**src/core/ccr_consts.svh**
```systemverilog
// Register offsets, field positions, reset values and codes for the charger control bank.
`ifndef CCR_CONSTS_SVH
`define CCR_CONSTS_SVH

`define CCR_TARGET_ADDR     7'h6B
`define CCR_LAST_OFFSET     8'h03

`define CCR_OFF_INPUT_LIMIT 8'h00
`define CCR_OFF_FIXED       8'h01
`define CCR_OFF_SAMPLE_DET  8'h02
`define CCR_OFF_CHG_BOOST   8'h03

`define CCR_RST_INPUT_LIMIT 8'h44
`define CCR_RST_FIXED       8'h06
`define CCR_RST_SAMPLE_DET  8'h11
`define CCR_RST_CHG_BOOST   8'h1A

`define CCR_BIT_HIZ         7
`define CCR_BIT_LIMIT_PIN   6
`define CCR_BIT_PERMIT      7
`define CCR_BIT_RSV6        6
`define CCR_BIT_BOOST_FREQUENCY_SELECT  5
`define CCR_BIT_FORCE_DET   1
`define CCR_BIT_AUTO_DET    0
`define CCR_BIT_LOAD        7
`define CCR_BIT_WD_RESTART  6
`define CCR_BIT_OTG         5
`define CCR_BIT_CHARGE      4
`define CCR_BIT_EXIT_SEL    0

`define CCR_CODE_LOW_SOURCE 6'h04
`define CCR_CODE_HI_SOURCE  6'h30
`define CCR_CODE_MAX        6'h30
`define CCR_UNMAPPED_READ   8'hFF

`endif

```
**src/core/ccr_pkg.sv**
```systemverilog
// Types shared by the charger control register bank.
package ccr_pkg;

  typedef enum logic [3:0] {
    CCR_IDLE    = 4'b0000,
    CCR_DEV     = 4'b0001,
    CCR_ACK_DEV = 4'b0010,
    CCR_PTR     = 4'b0011,
    CCR_ACK_PTR = 4'b0100,
    CCR_WR      = 4'b0101,
    CCR_ACK_WR  = 4'b0110,
    CCR_RD      = 4'b0111,
    CCR_RD_ACK  = 4'b1000
  } ccr_state_t;

  typedef struct packed {
    logic register_reset;
    logic watchdog_expired;
    logic watchdog_restarted;
    logic detection_done;
    logic vbus_plugged;
  } ccr_event_t;

  typedef struct packed {
    logic       high_impedance_enable;
    logic [5:0] effective_limit_code;
    logic       sampling_permit;
    logic       boost_frequency_select;
    logic       force_source_detection;
    logic       auto_detection_start;
    logic       battery_load_enable;
    logic       watchdog_restart;
    logic       otg_boost_enable;
    logic       charging_active;
    logic [2:0] minimum_system_voltage_code;
    logic       boost_exit_threshold_select;
  } ccr_ctrl_t;

endpackage

```
**src/core/ccr_bank.sv**
```systemverilog
// Charger control registers 0x00 to 0x03 behind an I2C target port.
// Notes on behaviour
// RL1 - All registers eight bits, bit 0 LSB.
// RL2 - Answer I2C target address 0x6B only.
// RL3 - Reg 0 bit 7 high-impedance enable, resets 0.
// RL4 - Reg 0 bit 6 limit-pin enable, resets 1.
// RL5 - Reg 0 bits 5:0 current code, reset 000100.
// RL6 - Effective limit is pin if enabled and lower, else register capped at 110000.
// RL7 - Detection done loads 500mA or 4900mA code.
// RL8 - Reg 1 reads 00000110, writes discarded.
// RL9 - Reg 2 bit 7 sampling permit, resets 0.
// RL10 - Reg 2 bit 5 boost frequency, locked during OTG.
// RL11 - Reg 2 reserved bits writable, reset 100/0.
// RL12 - Reg 2 bit 1 forces source detection.
// RL13 - Reg 2 bit 0 enables detection on plug-in.
// RL14 - Reg 3 bit 7 battery load enable.
// RL15 - Reg 3 bit 6 watchdog restart, self-clearing.
// RL16 - Reg 3 bit 5 OTG, beats charge enable.
// RL17 - Charge needs bit 4 set, pin low.
// RL18 - Reg 3 bits 3:1 system voltage, reset 101.
// RL19 - Reg 3 bit 0 boost-exit threshold, resets 0.
// RL20 - Undefined register address gets NACK, idle.
// RL21 - Multi-byte writes advance register address.
// RL22 - Watchdog expiry restores only watchdog fields.
// RL23 - Power-on and register reset restore everything.
`timescale 1ns/10ps
`include "ccr_consts.svh"

module ccr_bank (
  // Clock and reset
  input  wire logic              clock,
  input  wire logic              rst,
  // I2C pins, open drain
  input  wire logic              scl_in,
  input  wire logic              sda_in,
  output logic                   sda_out,
  output logic                   sda_oe_n,
  // Device events and pins
  input  wire ccr_pkg::ccr_event_t events,
  input  wire logic              source_select,
  input  wire logic              charge_enable_pin_n,
  input  wire logic [5:0]        current_limit_pin_code,
  // Control outputs
  output ccr_pkg::ccr_ctrl_t     ctrl
);
  import ccr_pkg::*;

  logic [7:0] rst0, rst2, rst3;
  assign rst0 = `CCR_RST_INPUT_LIMIT;
  assign rst2 = `CCR_RST_SAMPLE_DET;
  assign rst3 = `CCR_RST_CHG_BOOST;

  // Register fields.
  logic       high_impedance_enable;
  logic       limit_pin_enable;
  logic [5:0] input_current_limit_code;
  logic       sampling_permit;
  logic       reserved_bit6;
  logic       boost_frequency_select;
  logic [2:0] reserved_bits42;
  logic       force_source_detection;
  logic       auto_source_detection_enable;
  logic       battery_load_enable;
  logic       watchdog_restart;
  logic       otg_boost_enable;
  logic       charge_enable_bit;
  logic [2:0] minimum_system_voltage_code;
  logic       boost_exit_threshold_select;
  // Target port state.
  ccr_state_t state;
  logic       scl_q;
  logic       sda_q;
  logic [7:0] shift;
  logic [3:0] count;
  logic       read_dir;
  logic       host_ack;
  logic [7:0] ptr;
  logic       wr_stb;
  logic [7:0] wr_addr;
  logic [7:0] wr_data;

  logic       start_seen;
  logic       stop_seen;
  logic       scl_rise;
  logic       scl_fall;
  logic       full_reset;
  logic       wd_reset;
  logic [7:0] rd_data;
  logic [7:0] input_limit_control;
  logic [7:0] reserved_fixed;
  logic [7:0] sampling_detection_control;
  logic [7:0] charge_boost_control;

  assign full_reset = rst | events.register_reset;                         // [RL23]
  assign wd_reset   = events.watchdog_expired;
  assign sda_out    = 1'b0;
  assign start_seen = scl_in & scl_q & sda_q & ~sda_in;
  assign stop_seen  = scl_in & scl_q & ~sda_q & sda_in;
  assign scl_rise   = scl_in & ~scl_q;
  assign scl_fall   = ~scl_in & scl_q;
  // Read view of the bank; each register is one full byte.
  assign input_limit_control        = {high_impedance_enable, limit_pin_enable,
                                       input_current_limit_code};       // [RL1]
  assign reserved_fixed             = `CCR_RST_FIXED;                 // [RL8]
  assign sampling_detection_control = {sampling_permit, reserved_bit6, boost_frequency_select,
                                       reserved_bits42, force_source_detection,
                                       auto_source_detection_enable};
  assign charge_boost_control       = {battery_load_enable, watchdog_restart, otg_boost_enable,
                                       charge_enable_bit, minimum_system_voltage_code,
                                       boost_exit_threshold_select};

  always_comb begin
    unique case (ptr)
      `CCR_OFF_INPUT_LIMIT: rd_data = input_limit_control;
      `CCR_OFF_FIXED:       rd_data = reserved_fixed;
      `CCR_OFF_SAMPLE_DET:  rd_data = sampling_detection_control;
      `CCR_OFF_CHG_BOOST:   rd_data = charge_boost_control;
      default:              rd_data = `CCR_UNMAPPED_READ;
    endcase
  end

  // Pins are sampled once; the previous sample gives edges and bus conditions.
  always_ff @(posedge clock) begin
    if (rst) begin
      scl_q <= 1'b1;
      sda_q <= 1'b1;
    end else begin
      scl_q <= scl_in;
      sda_q <= sda_in;
    end
  end

  // Target port sequencer.
  always_ff @(posedge clock) begin
    if (rst) begin
      state    <= CCR_IDLE;
      shift    <= 8'h00;
      count    <= 4'h0;
      read_dir <= 1'b0;
      host_ack <= 1'b0;
      ptr      <= 8'h00;
      sda_oe_n <= 1'b1;
      wr_stb   <= 1'b0;
      wr_addr  <= 8'h00;
      wr_data  <= 8'h00;
    end else begin
      wr_stb <= 1'b0;
      if (start_seen) begin
        state    <= CCR_DEV;
        count    <= 4'h0;
        sda_oe_n <= 1'b1;
      end else if (stop_seen) begin
        state    <= CCR_IDLE;
        sda_oe_n <= 1'b1;
      end else if (scl_rise) begin
        if (state == CCR_DEV || state == CCR_PTR || state == CCR_WR) begin
          shift <= {shift[6:0], sda_in};
          count <= count + 4'h1;
        end else if (state == CCR_RD_ACK) begin
          host_ack <= ~sda_in;
        end
      end else if (scl_fall) begin
        unique case (state)
          CCR_DEV: begin
            if (count == 4'h8) begin
              if (shift[7:1] == `CCR_TARGET_ADDR) begin                   // [RL2]
                read_dir <= shift[0];
                sda_oe_n <= 1'b0;
                state    <= CCR_ACK_DEV;
              end else begin
                state <= CCR_IDLE;
              end
            end
          end
          CCR_PTR: begin
            if (count == 4'h8) begin
              if (shift <= `CCR_LAST_OFFSET) begin
                ptr      <= shift;
                sda_oe_n <= 1'b0;
                state    <= CCR_ACK_PTR;
              end else begin
                state <= CCR_IDLE;                                         // [RL20]
              end
            end
          end
          CCR_WR: begin
            if (count == 4'h8) begin
              if (ptr <= `CCR_LAST_OFFSET) begin
                wr_stb   <= 1'b1;
                wr_addr  <= ptr;
                wr_data  <= shift;
                ptr      <= ptr + 8'h01;                                   // [RL21]
                sda_oe_n <= 1'b0;
                state    <= CCR_ACK_WR;
              end else begin
                state <= CCR_IDLE;                                         // [RL20]
              end
            end
          end
          CCR_ACK_DEV: begin
            count <= (read_dir) ? 4'h1 : 4'h0;
            if (read_dir) begin
              shift    <= rd_data;
              sda_oe_n <= rd_data[7];
              ptr      <= ptr + 8'h01;
              state    <= CCR_RD;
            end else begin
              sda_oe_n <= 1'b1;
              state    <= CCR_PTR;
            end
          end
          CCR_ACK_PTR, CCR_ACK_WR: begin
            sda_oe_n <= 1'b1;
            count    <= 4'h0;
            state    <= CCR_WR;
          end
          CCR_RD: begin
            if (count == 4'h8) begin
              sda_oe_n <= 1'b1;
              state    <= CCR_RD_ACK;
            end else begin
              sda_oe_n <= shift[6];
              shift    <= {shift[6:0], 1'b0};
              count    <= count + 4'h1;
            end
          end
          CCR_RD_ACK: begin
            if (host_ack) begin
              shift    <= rd_data;
              sda_oe_n <= rd_data[7];
              ptr      <= ptr + 8'h01;
              count    <= 4'h1;
              state    <= CCR_RD;
            end else begin
              state <= CCR_IDLE;
            end
          end
          default: begin
            sda_oe_n <= 1'b1;
            state    <= CCR_IDLE;
          end
        endcase
      end
    end
  end

  // Register 0x00. Detection completion outranks a host write in the same cycle.
  always_ff @(posedge clock) begin
    if (full_reset) begin
      high_impedance_enable    <= rst0[`CCR_BIT_HIZ];                      // [RL3]
      limit_pin_enable         <= rst0[`CCR_BIT_LIMIT_PIN];                // [RL4]
      input_current_limit_code <= rst0[5:0];                               // [RL5]
    end else begin
      if (wd_reset) begin
        high_impedance_enable <= rst0[`CCR_BIT_HIZ];                       // [RL22]
        limit_pin_enable      <= rst0[`CCR_BIT_LIMIT_PIN];
      end else if (wr_stb && wr_addr == `CCR_OFF_INPUT_LIMIT) begin
        high_impedance_enable <= wr_data[`CCR_BIT_HIZ];
        limit_pin_enable      <= wr_data[`CCR_BIT_LIMIT_PIN];
      end
      if (events.detection_done) begin
        input_current_limit_code <= source_select ? `CCR_CODE_LOW_SOURCE
                                                  : `CCR_CODE_HI_SOURCE;   // [RL7]
      end else if (wr_stb && wr_addr == `CCR_OFF_INPUT_LIMIT) begin
        input_current_limit_code <= wr_data[5:0];                          // [RL5]
      end
    end
  end

  // Register 0x02. The forced-detection bit stays set until detection finishes, the watchdog expires or a reset.
  always_ff @(posedge clock) begin
    if (full_reset) begin
      sampling_permit              <= rst2[`CCR_BIT_PERMIT];               // [RL9]
      reserved_bit6                <= rst2[`CCR_BIT_RSV6];                 // [RL11]
      boost_frequency_select       <= rst2[`CCR_BIT_BOOST_FREQUENCY_SELECT];
      reserved_bits42              <= rst2[4:2];                           // [RL11]
      force_source_detection       <= rst2[`CCR_BIT_FORCE_DET];
      auto_source_detection_enable <= rst2[`CCR_BIT_AUTO_DET];             // [RL13]
    end else begin
      if (wd_reset) begin
        sampling_permit        <= rst2[`CCR_BIT_PERMIT];                   // [RL22]
        reserved_bit6          <= rst2[`CCR_BIT_RSV6];
        force_source_detection <= rst2[`CCR_BIT_FORCE_DET];
      end else if (wr_stb && wr_addr == `CCR_OFF_SAMPLE_DET) begin
        sampling_permit <= wr_data[`CCR_BIT_PERMIT];
        reserved_bit6   <= wr_data[`CCR_BIT_RSV6];
        if (wr_data[`CCR_BIT_FORCE_DET]) begin
          force_source_detection <= 1'b1;                                  // [RL12]
        end else if (events.detection_done) begin
          force_source_detection <= 1'b0;
        end
      end else if (events.detection_done) begin
        force_source_detection <= 1'b0;
      end
      if (wr_stb && wr_addr == `CCR_OFF_SAMPLE_DET) begin
        reserved_bits42              <= wr_data[4:2];
        auto_source_detection_enable <= wr_data[`CCR_BIT_AUTO_DET];
        if (!otg_boost_enable) begin
          boost_frequency_select <= wr_data[`CCR_BIT_BOOST_FREQUENCY_SELECT];          // [RL10]
        end
      end
    end
  end

  // Register 0x03. A restart request set by the host wins over its own clearing.
  always_ff @(posedge clock) begin
    if (full_reset) begin
      battery_load_enable         <= rst3[`CCR_BIT_LOAD];                  // [RL14]
      watchdog_restart            <= rst3[`CCR_BIT_WD_RESTART];
      otg_boost_enable            <= rst3[`CCR_BIT_OTG];
      charge_enable_bit           <= rst3[`CCR_BIT_CHARGE];
      minimum_system_voltage_code <= rst3[3:1];                            // [RL18]
      boost_exit_threshold_select <= rst3[`CCR_BIT_EXIT_SEL];              // [RL19]
    end else begin
      if (wd_reset) begin
        battery_load_enable         <= rst3[`CCR_BIT_LOAD];                // [RL22]
        watchdog_restart            <= rst3[`CCR_BIT_WD_RESTART];
        otg_boost_enable            <= rst3[`CCR_BIT_OTG];
        charge_enable_bit           <= rst3[`CCR_BIT_CHARGE];
        boost_exit_threshold_select <= rst3[`CCR_BIT_EXIT_SEL];
      end else if (wr_stb && wr_addr == `CCR_OFF_CHG_BOOST) begin
        battery_load_enable         <= wr_data[`CCR_BIT_LOAD];
        otg_boost_enable            <= wr_data[`CCR_BIT_OTG];
        charge_enable_bit           <= wr_data[`CCR_BIT_CHARGE];
        boost_exit_threshold_select <= wr_data[`CCR_BIT_EXIT_SEL];
        if (wr_data[`CCR_BIT_WD_RESTART]) begin
          watchdog_restart <= 1'b1;                                        // [RL15]
        end else if (events.watchdog_restarted) begin
          watchdog_restart <= 1'b0;
        end
      end else if (events.watchdog_restarted) begin
        watchdog_restart <= 1'b0;                                          // [RL15]
      end
      if (wr_stb && wr_addr == `CCR_OFF_CHG_BOOST) begin
        minimum_system_voltage_code <= wr_data[3:1];                       // [RL18]
      end
    end
  end

  // Outputs are registered, so each follows its field one cycle later.
  always_ff @(posedge clock) begin
    if (rst) begin
      ctrl <= '0;
    end else begin
      ctrl.high_impedance_enable <= high_impedance_enable;
      if (limit_pin_enable && current_limit_pin_code < input_current_limit_code) begin
        ctrl.effective_limit_code <= current_limit_pin_code;               // [RL6]
      end else if (input_current_limit_code > `CCR_CODE_MAX) begin
        ctrl.effective_limit_code <= `CCR_CODE_MAX;
      end else begin
        ctrl.effective_limit_code <= input_current_limit_code;
      end
      ctrl.sampling_permit             <= sampling_permit;
      ctrl.boost_frequency_select      <= boost_frequency_select;
      ctrl.force_source_detection      <= force_source_detection;
      ctrl.auto_detection_start        <= events.vbus_plugged
                                          & auto_source_detection_enable; // [RL13]
      ctrl.battery_load_enable         <= battery_load_enable;
      ctrl.watchdog_restart            <= watchdog_restart;
      ctrl.otg_boost_enable            <= otg_boost_enable;
      ctrl.charging_active             <= charge_enable_bit & ~charge_enable_pin_n
                                          & ~otg_boost_enable;            // [RL16] [RL17]
      ctrl.minimum_system_voltage_code <= minimum_system_voltage_code;
      ctrl.boost_exit_threshold_select <= boost_exit_threshold_select;
    end
  end

endmodule

```
**config.mk**
```make
export PLATFORM = sky130hd
export DESIGN_NAME = ccr_bank
export DESIGN_NICKNAME = d
export VERILOG_FILES = /design/src/core/ccr_pkg.sv /design/src/core/ccr_bank.sv
export VERILOG_INCLUDE_DIRS = /design/src /design/src/core
export SDC_FILE = /design/constraint.sdc
export NUM_CORES = 1
export LEC_CHECK = 0
export ABC_AREA = 1
export BUFFER_PORTS_ARGS = -buffer_cell sky130_fd_sc_hd__buf_2
export CELL_PAD_IN_SITES_DETAIL_PLACEMENT = 1
export CELL_PAD_IN_SITES_GLOBAL_PLACEMENT = 1
export CORE_ASPECT_RATIO = 0.7
export CORE_UTILIZATION = 43
export DETAILED_ROUTE_END_ITERATION = 8
export GPL_TIMING_DRIVEN = 0
export MAX_ROUTING_LAYER = met4
export PLACE_DENSITY = 0.76
export RECOVER_POWER = 25
export SYNTH_ARGS = -nofsm -noshare
export SYNTH_HDL_FRONTEND = slang
export SYNTH_SLANG_ARGS = --single-unit
```
**constraint.sdc**
```tcl
create_clock -name clock -period 2 [get_ports clock]
set_input_delay 0 -clock clock [delete_from_list [all_inputs] [get_ports clock]]
set_output_delay 0 -clock clock [all_outputs]
set_load 0.02 [all_outputs]
```
# Word level (Yosys, flattened, before mapping)
# Index checks and enable logic that the tools add are counted.
# word_totals
elab_cells,190
input_bits,17
ff_bits,89
output_inout_bits,21
# op_classes
n_mux,58
eq_ne,33
n_reduce_logical,29
add_sub_neg,2
order_cmp,4
bitwise_logic,24
# op_table
op,count
two-way mux 8 bit,12
one-hot mux 8 bit (4 select lines),2
two-way mux 4 bit,9
equality test 8 x 2 -> 1 bit (second input constant),4
two-way mux 6 bit,5
one-hot mux 4 bit (7 select lines),1
one-hot mux 8 bit (3 select lines),1
two-way mux 1 bit,21
AND reduction 6 bit,3
equality test 4 x 3 -> 1 bit (second input constant),4
<= comparator 8 x 2 -> 1 bit (second input constant),2
zero test 8 bit,2
one-hot mux 4 bit (4 select lines),1
!= test 2 x 1 -> 1 bit (second input constant),7
AND reduction 7 bit,2
NOT 1 bit,13
two-way mux 3 bit,4
!= test 3 bit (second input constant),4
!= test 4 x 3 -> 1 bit (second input constant),3
AND reduction 11 bit,1
bitwise AND 1 bit,10
AND reduction 9 bit,1
adder 8 x 1 -> 8 bit (second input constant),1
equality test 4 x 2 -> 1 bit (second input constant),2
other kinds (24),35

# Logic depth before layout (Yosys ltp)
# Gate-level depths: netlist of run 1.
# logic_depth
word_depth,8
ltp_mapped,12
depth_no_buf,12

# Least setup slack after synthesis of run 1
# OpenSTA, ideal clock, no wires.
# synth_path
kind,register -> register
start,reg input_current_limit_code[5]
end,reg ctrl[14] (netlist name)
stages_incl_launch_ff,9
required_ns,1.872
n_path_buf,1
setup_time_ns,0.128
slack_ns,0.468
period_less_slack_ns,1.532
t_arrival_ns,1.405
path_cell_list,dfxtp_1 -> inv_1 -> ha_1 -> a21oi_1 -> o21ai_0 -> nand3b_1 -> clkbuf_1 -> o21ai_0 -> nor2_1
# synth_via
elab_chain_len,3
word_cells_on_any_way,5
cone_classes,order compare: 2; mux: 2; reduce/logical: 1
# synth_rtl
element,line,text
start: declaration,ccr_bank.sv:56,logic [5:0] input_current_limit_code;
start signal: assignment,ccr_bank.sv:252,input_current_limit_code <= rst0[5:0];
start signal: assignment,ccr_bank.sv:262,input_current_limit_code <= source_select ? `CCR_CODE_LOW_SOURCE
start signal: assignment,ccr_bank.sv:265,input_current_limit_code <= wr_data[5:0];
greater-than comparator 6 bit (no line) or less-than comparator 6 bit (tied branches),n/a,
two-way mux 6 bit or logical AND 1 bit (tied branches),"ccr_bank.sv:348, ccr_bank.sv:346",
two-way mux 6 bit *,ccr_bank.sv:346,if (limit_pin_enable && current_limit_pin_code < input_current_limit_code) begin
end: declaration,ccr_bank.sv:44,output ccr_pkg::ccr_ctrl_t ctrl
# Mark *: on every way between the ends. The rest lies on a longest branch, timed or not.
# A chain may end at the register's enable or synchronous reset.

# Final worst setup path of run 1
# layout_path
start,reg wr_addr[2]
end,reg charge_enable_bit
# layout_via
elab_chain_len,2
# layout_rtl
element,line,text
start: declaration,ccr_bank.sv:79,logic [7:0] wr_addr;
start signal: assignment,ccr_bank.sv:190,wr_addr <= ptr;
equality test 8 x 2 -> 1 bit (no line),n/a,
logical AND 1 bit (no line),n/a,
end signal: assignment,ccr_bank.sv:311,charge_enable_bit <= rst3[`CCR_BIT_CHARGE];
end signal: assignment,ccr_bank.sv:319,charge_enable_bit <= rst3[`CCR_BIT_CHARGE];
end signal: assignment,ccr_bank.sv:324,charge_enable_bit <= wr_data[`CCR_BIT_CHARGE];
end: declaration,ccr_bank.sv:66,logic charge_enable_bit;
# Every way passes these cells.

==> impl_results.md, run 1 <==
- Run status: complete, no violations
- Worst setup SP type: flip-flop
- Combinational share of power: 7.8%
- Post-synth EDFFs: 0
- DRC viols: 0
- Initial DRC Count: 356
- Switching Fraction: 23.6%
- Syn Nets: 680
- Ant. Diodes: 0
- Synthesized cell area: 4550 um^2
- Via density: 5.30
- Ys flop type: dfxtp_1
- Antenna violation net count after detailed routing: 0
- CP endpoint kind: flip-flop
- Mapped Cells: 649
- Core box area: 10,300 um^2
- Total grt overflow: 0
- Area after DPL: 4890 um^2
- Synth unique cells: 45
- Int Pwr: 0.00317 W
- Placed insts: 816
- Total Routing Usage GR: 29.1%
- PortBufs: 35
- Final Skew: 0.00521 ns
- Placer congestion estimate: 0.919
- Worst Tran Pin Value: 0.836 ns
- Dpl hpwl: 10.9 mm
- Worst Path Arrival: 2.18 ns
- Clock sink count: 89
- DR WL/cell: 17.2 um
- Final setup violation count: 0
- Clk buf depth: 2
- Max-slew headroom: 43.8%
- Total Die Area: 11,000 um^2
- Clk pwr share: 48.5%
- Starting density of the core: 44.1%
- CP max FO: 10
- Sequential power share: 43.7%
- Fmax: 0.523 GHz
- PD cells: 768 nW/um^2
- Root buffer cell: clkbuf_16
- Cts bufs inserted: 9
- CTS H-tree lvls: 3
- Largest net degree at the start of global routing: 16
- Top-Level Pins: 38
- RSZ-0062 raised after global routing: yes
- Max-cap violations: 0
- CP Class: flip-flop to flip-flop
- Die Wd: 125 um
- Flops & latches, synth: 89
- CTS tree: built
- Synth Area per Inst: 7.01 um^2
- Dpl ws: -0.00812 ns
- Finished Layout Cells: 849
- First-pass GRT wire length: 23.7 mm
- Via Count: 4,500
- Area growth from synthesis to layout: 18.8%
- Worst VDD drop: 0.000632 V
- Fin. Hold Viols: 0
- Tightest Hold Check Type: primary input to flip-flop
- Sequential fraction of the synthesis area: 39.1%
- Initial DRT Pass Iterations: 5
- Min cycle time layout: 1.91 ns
- Skew-Pair Late Insertion Delay: 0.34 ns
- Fin util: 52.4%
- CP Data Required Time: 2.27 ns
- Asr flop ratio synth: 0%
- Share of cells above drive strength 1: 13.4%
- Initial antenna violation count: 0
- Pins Over Slew Limit: 0
- Net Switching: 0.000980 W
- Final net count: 743
- Routed wire length: 14.6 mm
- # rows: 31
- Final worst-path cycle share: 95.6%
- P_leak: 2.38 nW
- Final Cell Area: 5410 um^2
- PnR worst setup slack: 0.0890 ns
- Synthesis Warnings: 0
- Die Ht: 88.1 um
- Clk pin slew, worst setup/hold paths: 0.07 ns
- Vias in the first global route: 4,487
==> synth_stat cells, types with 2 or more instances <==
cell type,count,share of area (%)
inv_2,8,0.66
nand2_2,10,1.4
nand3_4,2,0.77
nor2_4,4,0.99
nor3_1,6,0.66
nand3_1,40,4.4
inv_1,81,6.7
xnor2_1,2,0.38
nand2_1,127,10
o21ai_1,4,0.44
nand4_2,2,0.55
buf_6,2,0.49
o21bai_1,2,0.33
buf_2,2,0.22
nor2_1,97,8.0
o21ai_0,53,5.8
dfxtp_1,89,39
clkbuf_1,5,0.41
nand4_1,4,0.55
nor2_2,9,1.2
a21oi_1,46,5.1
o211ai_1,4,0.66
nor4_1,3,0.41
o22ai_1,4,0.55
xor2_1,3,0.58
a211oi_1,3,0.49
nor2_8,3,1.3
or2_2,2,0.27
ha_1,14,3.8
buf_4,2,0.33
nand3_2,2,0.44
==> timing repair <==
item,4_1_cts,5_1_grt
setup endpoints to repair,1,16
resized for setup,3,10
pin swaps,0,3
setup buffers,0,4
hold buffers,12,1
endpoints found under the hold margin,18,2
==> final timing paths <==
path / start / to / slack (ns) / cells after the start
worst min register to register: sampling_permit / ctrl[11] / 0.44 / 2
worst min-delay path: current_limit_pin_code[4] / ctrl[16] / 0.008 / 3
worst max-delay path: wr_addr[2] / charge_enable_bit / 0.09 / 5
worst max register to register: wr_addr[2] / charge_enable_bit / 0.09 / 5
==> kinds of logic (layout without fill, tap and decap cells) <==
logic type / count (synthesis) / count (layout) / synth area share, %
xor+xnor: 5 / 5 / 0.962
other cells: 1 / 1 / 0.0824
compound gates: 120 / 120 / 14.3
fa+ha+maj: 14 / 14 / 3.85
simple gates: 315 / 315 / 32.3
flops: 89 / 89 / 39.1
buf+inv: 105 / 173 / 9.40
==> per-stage QoR <==
stage	total power, W	hold slack (ns)	setup TNS [ns]
2_1_floorplan	0.00205	0.0717	0
3_3_place_gp	0.00214	0.160	0
3_5_place_dp	0.00215	0.163	-0.00812
4_1_cts	0.00416	0.00240	0
5_1_grt	0.00428	0.0336	-0.0248
6_report	0.00415	0.00815	0
==> power by group through the flow <==
| stage | Sequential (W) | Combinational [W] | Clock (W) |
|---|---|---|---|
| floorplan | 0.00187 | 0.000182 | 0 |
| finish | 0.00181 | 0.000324 | 0.00201 |
| detailed placement | 0.00185 | 0.000299 | 0 |
| global route | 0.00182 | 0.000361 | 0.00210 |
| global placement | 0.00185 | 0.000289 | 0 |
| CTS | 0.00181 | 0.000320 | 0.00203 |
==> registers in the layout (all words and copies together), names as in the netlist, 3 cells and up <==
signal                       cells
state                            4
minimum_system_voltage_code      3
reserved_bits42                  3
wr_data                          8
ptr                              8
shift                            8
ctrl                            19
count                            4
input_current_limit_code         6
wr_addr                          8
==> worst max-delay path, cell delays in order, from the launching register on <==
cell and delay [ns]:
dfxtp_1 0.30, or2_1 0.28, nor4_2 0.71, buf_2 0.37
nand2_1 0.08, o211ai_1 0.09
==> per-layer routing <==
metal  routed length, um  global-route usage [%]  up-vias
met4                 164                    6.32        0
met5                   0                       -        -
met2                6400                    44.6      103
li1                    -                       -     2206
met1                7260                    39.0     2173
met3                 805                    6.66       18
==> final cells by class <==
cell class / count / area, um^2
clock buffers: 10 / 239
repair buffers: 52 / 309
plain buffers: 13 / 76.3
multi-input cells: 455 / 2370
fillers: 1342 / 4910
clock inverters: 6 / 113
well taps: 132 / 165
flip-flops and latches: 89 / 1780
inverters: 92 / 353
==> cells in the final DEF (no fill, tap or decap), types with 13 or more instances in the layout <==
master,synthesis,final
clkbuf_1,5,25
nand3_1,40,40
dfxtp_1,89,88
buf_2,2,16
o21ai_0,53,51
a21oi_1,46,46
nor2_1,97,95
nand2_1,127,127
inv_1,81,80
dlygate4sd3_1,0,13
ha_1,14,13
Note: power is estimated with default switching activity, not from simulation.
==> run 2: changes to the inputs <==
CELL_PAD_IN_SITES_GLOBAL_PLACEMENT = 2   (was 1)
CORE_UTILIZATION = 31   (was 43)
PLACE_DENSITY = 0.73   (was 0.76)
clock period = 1.61 ns   (was 2 ns; I/O delays follow)
==> run 2 against run 1 <==
The flow now finishes with violations (setup timing). Global-route usage down 6.4 points. Critical path depth up 6. Clock power up 4%. Critical endpoint is now ptr[6]. Largest cell class unchanged.
==> impl_results.md, run 2 (synthesized netlist as in run 1, its figures left out) <==
- Final net count: 785
- Via density: 4.87
- Max-slew headroom: 47.3%
- Starting density of the core: 32.2%
- Worst Tran Pin Value: 0.790 ns
- First-pass GRT wire length: 25.1 mm
- Hold path cells: 5
- Worst setup SP type: flip-flop
- Ant. Diodes: 0
- Min cycle time layout: 1.71 ns
- Via Count: 4,618
- Tightest Hold Check Type: primary input to flip-flop
- Worst Hold Launch: source_select
- P_leak: 2.66 nW
- Slowest stage delay, CP: 0.32 ns
- Root buffer cell: clkbuf_16
- Slowest-stage cell, CP: dfxtp_2
- CP max FO: 7
- Max-cap violations: 0
- Antenna violation net count after detailed routing: 0
- CP Data Required Time: 1.86 ns
- Skew-Pair Late Insertion Delay: 0.35 ns
- Placer congestion estimate: 0.843
- Dpl hpwl: 11.7 mm
- RSZ-0062 raised after global routing: yes
- Total Routing Usage GR: 22.7%
- Total Die Area: 15,200 um^2
- CTS H-tree lvls: 3
- Worst Path Arrival: 1.96 ns
- Max reg flops: 19
- Worst reg-to-reg setup slack: -0.10 ns
- Largest net degree at the start of global routing: 17
- Initial antenna violation count: 0
- Cts bufs inserted: 9
- Fin. Hold Viols: 0
- Initial DRT Pass Iterations: 4
- Routed wire length: 16.4 mm
- Dpl ws: -0.456 ns
- Clk buf depth: 2
- CTS tree: built
- Ordered list of cells on the worst path: inv_2 > ha_4 > nand2_4 > nor2_4 > inv_4 > a21boi_4 > nand2_4 > nor2_4 > nand3_1 > nand2_1 > nor2_1
- Die Wd: 147 um
- Final setup TNS: -1.13 ns
- PortBufs: 35
- Worst reg2reg startpoint: count[0]
- Most frequent cells in the layout: nand2_1 (108), nor2_1 (75), dfxtp_1 (71)
- Commonest non-fill, non-tap cell in the layout: nand2_1
- Clock sink count: 89
- Storage element area: 1810 um^2
- Pins Over Slew Limit: 0
- DRC viols: 0
- Vias in the first global route: 4,527
- Run status: finished, violations left
- Final Skew: 0.00671 ns
- Total grt overflow: 0
- CP Class: flip-flop to flip-flop
- Total power: 0.00488 W
- Top-Level Pins: 38
- Core box area: 14,100 um^2
- Final setup violation count: 30
- # rows: 36
- Final worst-path cycle share: 106%
- Share of cells above drive strength 1: 32.9%
- PD cells: 767 nW/um^2
- Clk pin slew, worst setup/hold paths: 0.07 ns
- CP endpoint kind: flip-flop
- Most flops, register: ctrl
- Initial DRC Count: 184
- Violated checks: setup timing
- PnR worst setup slack: -0.100 ns
- Die Ht: 103 um
- Fmax: 0.585 GHz
- Worst VDD drop: 0.000478 V
- Worst setup path startpoint: count[0]
- Worst hold margin: 0.0538 ns
- Area growth from synthesis to layout: 40.0%
- DR WL/cell: 17.3 um
- Filler Cells Inserted: 1,750
- R2R depth: 11
- Area of the multi-input gates: 2860 um^2
==> run 2: cell count changes in the layout (fill, tap and decap cells not counted), moves of 10 or more <==
cell,previous run,this run
nor2_4,7,18
nand2_1,127,108
inv_1,80,69
o21ai_0,51,31
nor2_1,95,75
dfxtp_2,1,15
buf_4,6,32
nand3_1,40,30
o21ai_1,6,17
nor2_2,8,19
dfxtp_1,88,71
nand2_2,9,19
==> run 2: cell type report <==
class / count / share of cell area [%]
timing repair inverter: 2 / 0.157
sequential: 89 / 28.4
tap: 190 / 3.73
clock buffer: 10 / 3.75
multi-input combinational: 457 / 44.9
timing repair buffer: 90 / 10.7
clock inverter: 6 / 0.805
buffer: 13 / 1.45
inverter: 92 / 6.05
==> run 2: routing by layer <==
metal	track usage, %	share of wire [%]
met4	5.29	0.83
met5	-	0
met2	31.5	41
met1	33.3	54
met3	4.17	4.4
==> run 2: what timing repair did <==
item / 4_1_cts / 5_1_grt
resized for setup: 102 / 99
gates cloned: 6 / 0
pin swaps: 26 / 47
endpoints found under the setup margin: 72 / 63
setup buffers: 14 / 25
hold buffers: 14 / 0
endpoints found under the hold margin: 19 / 0
==> run 2: path summary, 6_finish.rpt <==
check | end
hold reg to reg | ctrl[2]
hold / removal | input_current_limit_code[2]
setup reg to reg | ptr[6]
setup / recovery | ptr[6]
==> run 2: through the flow <==
| step | util, % | instances | cell area (um^2) |
|---|---|---|---|
| floorplan | - | 649 | 4550 |
| global placement | 35.1 | 874 | 4960 |
| detailed placement | 35.1 | 874 | 4960 |
| CTS | 41.7 | 924 | 5900 |
| global route | 45.0 | 949 | 6370 |
| finish | 45.0 | 949 | 6370 |
==> run 2: where the power goes <==
part	leakage (nW)	switching, W	total, W	internal [W]
logic	1.79	0.000331	0.000546	0.000215
clock network	0.140	0.000980	0.00209	0.00111
registers	0.729	0.0000191	0.00225	0.00223
total	2.66	0.00133	0.00488	0.00355
==> run 2: critical path, delay by kind of cell (launching register included) <==
family | cells | cell delay, ns
DFF | 1 | 0.32
adders and majority gates | 1 | 0.13
and+or+nand+nor | 7 | 0.81
AOI/OAI and AO/OA | 1 | 0.20
buffers and inverters | 2 | 0.14
==> run 3: changes to the inputs <==
CORE_UTILIZATION = 30   (was 31)
PLACE_DENSITY = 0.71   (was 0.73)
==> run 3 against run 2 <==
The run still ends with setup timing left. Cell area increased by 3.4%. Non-clock buffer count increased by 2. Wire length increased by 2.3%. Sequential power about the same. Die area increased by 3.3%. Critical endpoint is now wr_addr[2]. Largest power group is now the clock network.
==> impl_results.md, run 3 (synthesized netlist as in run 1, its figures left out) <==
- Worst Tran Pin Value: 0.846 ns
- Slowest-stage cell, CP: dfxtp_2
- Clock sink count: 89
- CP endpoint kind: flip-flop
- Final setup violation count: 29
- Total Die Area: 15,700 um^2
- Commonest non-fill, non-tap cell in the layout: nand2_1
- CP Class: flip-flop to flip-flop
- Via Count: 4,594
- Total grt overflow: 0
- Clk buf depth: 2
- Core box area: 14,800 um^2
- Starting density of the core: 30.8%
- Violated checks: setup timing
- Skew-Pair Late Insertion Delay: 0.35 ns
- Max reg flops: 19
- Fin util: 44.6%
- DR WL/cell: 17.6 um
- R2r endpoint: wr_addr[2]
- Pins Over Slew Limit: 0
- PD cells: 790 nW/um^2
- Fin. Hold Viols: 0
- Largest net degree at the start of global routing: 16
- Worst VDD drop: 0.000458 V
- GRT met3 Usage: 4.93%
- Final Skew: 0.00874 ns
- Final net count: 786
- Initial DRC Count: 205
- Routed wire length: 16.8 mm
- Hold path cells: 4
- Share of cells above drive strength 1: 35.1%
- Placed insts: 879
- Vias in the first global route: 4,554
- Total power: 0.00521 W
- Max-cap violations: 0
- Total Routing Usage GR: 22.6%
- CP Data Required Time: 1.86 ns
- PnR worst setup slack: -0.120 ns
- Die Ht: 105 um
- Placer congestion estimate: 0.811
- PortBufs: 35
- Dpl hpwl: 11.6 mm
- Root buffer cell: clkbuf_16
- Clk pin slew, worst setup/hold paths: 0.07 ns
- RSZ-0062 raised after global routing: yes
- Met2 Use GR: 31.1%
- Top-Level Pins: 38
- # rows: 37
- CTS tree: built
- Filler Cells Inserted: 1,806
- Worst reg-to-reg setup slack: -0.12 ns
- Area growth from synthesis to layout: 44.7%
- Most flops, register: ctrl
- CP max FO: 4
- Finished Layout Cells: 955
- Worst setup SP type: flip-flop
- CTS H-tree lvls: 3
- Worst Path Arrival: 1.98 ns
- Cts bufs inserted: 9
- R2R depth: 12
- Slowest stage delay, CP: 0.33 ns
- Hold endpoint: input_current_limit_code[5]
- Fmax: 0.578 GHz
- First-pass GRT wire length: 25.8 mm
- Run status: finished, violations left
- Min cycle time layout: 1.73 ns
- P_leak: 2.74 nW
- Initial antenna violation count: 0
- Met1 Resource Use GR: 33.3%
- DRC viols: 0
- Via density: 4.81
- Antenna violation net count after detailed routing: 0
- Final setup TNS: -2.06 ns
- Die Wd: 149 um
- Worst Hold Launch: events[1]
- Top Usage Layer GRT: met1
- Most frequent cells in the layout: nand2_1 (101), nor2_1 (80), dfxtp_1 (72)
- Ant. Diodes: 0
- Final worst-path cycle share: 107%
- Tightest Hold Check Type: primary input to flip-flop
- Worst reg2reg startpoint: count[0]
- Initial DRT Pass Iterations: 4
- Max-slew headroom: 43.6%
- Ordered list of cells on the worst path: inv_2 > ha_4 > nand2_4 > nor2_4 > buf_12 > buf_6 > nand3_4 > buf_12 > nor2_4 > inv_4 > nand3_1 > inv_1
[run 3: layout make-up]
cell class                      count  area, um^2  share of cell area, %
Sequential cell                    89        1820                   27.6
Tap cell                          195         244                   3.71
Multi-Input combinational cell    456        3000                   45.5
Inverter                           92         388                   5.89
Clock inverter                      5        86.3                   1.31
Buffer                             13        95.1                   1.44
Timing Repair inverter              2        10.0                  0.152
Clock buffer                       11         243                   3.69
Timing Repair Buffer               92         707                   10.7
[run 3: what timing repair did]
action | CTS | global route
endpoints found under the setup margin | 72 | 64
pin swaps | 32 | 45
hold endpoints to repair | 18 | 0
setup buffers | 22 | 20
gates cloned | 5 | 0
resized for setup | 122 | 115
hold buffers | 13 | 0
[run 3: stage by stage]
| step | setup WS [ns] | hold slack [ns] | area (um^2) |
|---|---|---|---|
| 2_1_floorplan | 0.0777 | 0.0717 | 4550 |
| 3_3_place_gp | -0.452 | 0.158 | 4970 |
| 3_5_place_dp | -0.515 | 0.165 | 4970 |
| 4_1_cts | -0.113 | 0.00141 | 6070 |
| 5_1_grt | -0.211 | 0.0198 | 6590 |
| 6_report | -0.120 | 0.0177 | 6590 |
[run 3: worst max path at each step]
stage,startpoint,endpoint,cells after the start
finish,count[0],wr_addr[2],12
global route,count[0],ptr[5],11
CTS,count[1],ptr[1],11
detailed placement,rst,limit_pin_enable,7
global placement,rst,limit_pin_enable,7
floorplan,input_current_limit_code[5],ctrl[14],8
[run 3: per-layer routing]
layer / vias up / routed length, um
met1: 2199 / 8720
met3: 11 / 791
met5: - / 0
met2: 81 / 7120
met4: 0 / 132
li1: 2303 / -
[run 3: critical path: cells and delay by family, from the launching register on]
family                     cells  cell delay [ns]
DFF                            1             0.33
buffers and inverters          6             0.57
adders and majority gates      1             0.14
and+or+nand+nor                5             0.58
[run 3: report_power, final]
part           switching [W]  internal, W  leakage, nW  total (W)
clock               0.000948      0.00142        0.161    0.00237
combinational       0.000357     0.000236         1.85   0.000593
sequential         0.0000195      0.00223        0.730    0.00225
total                0.00132      0.00388         2.74    0.00521
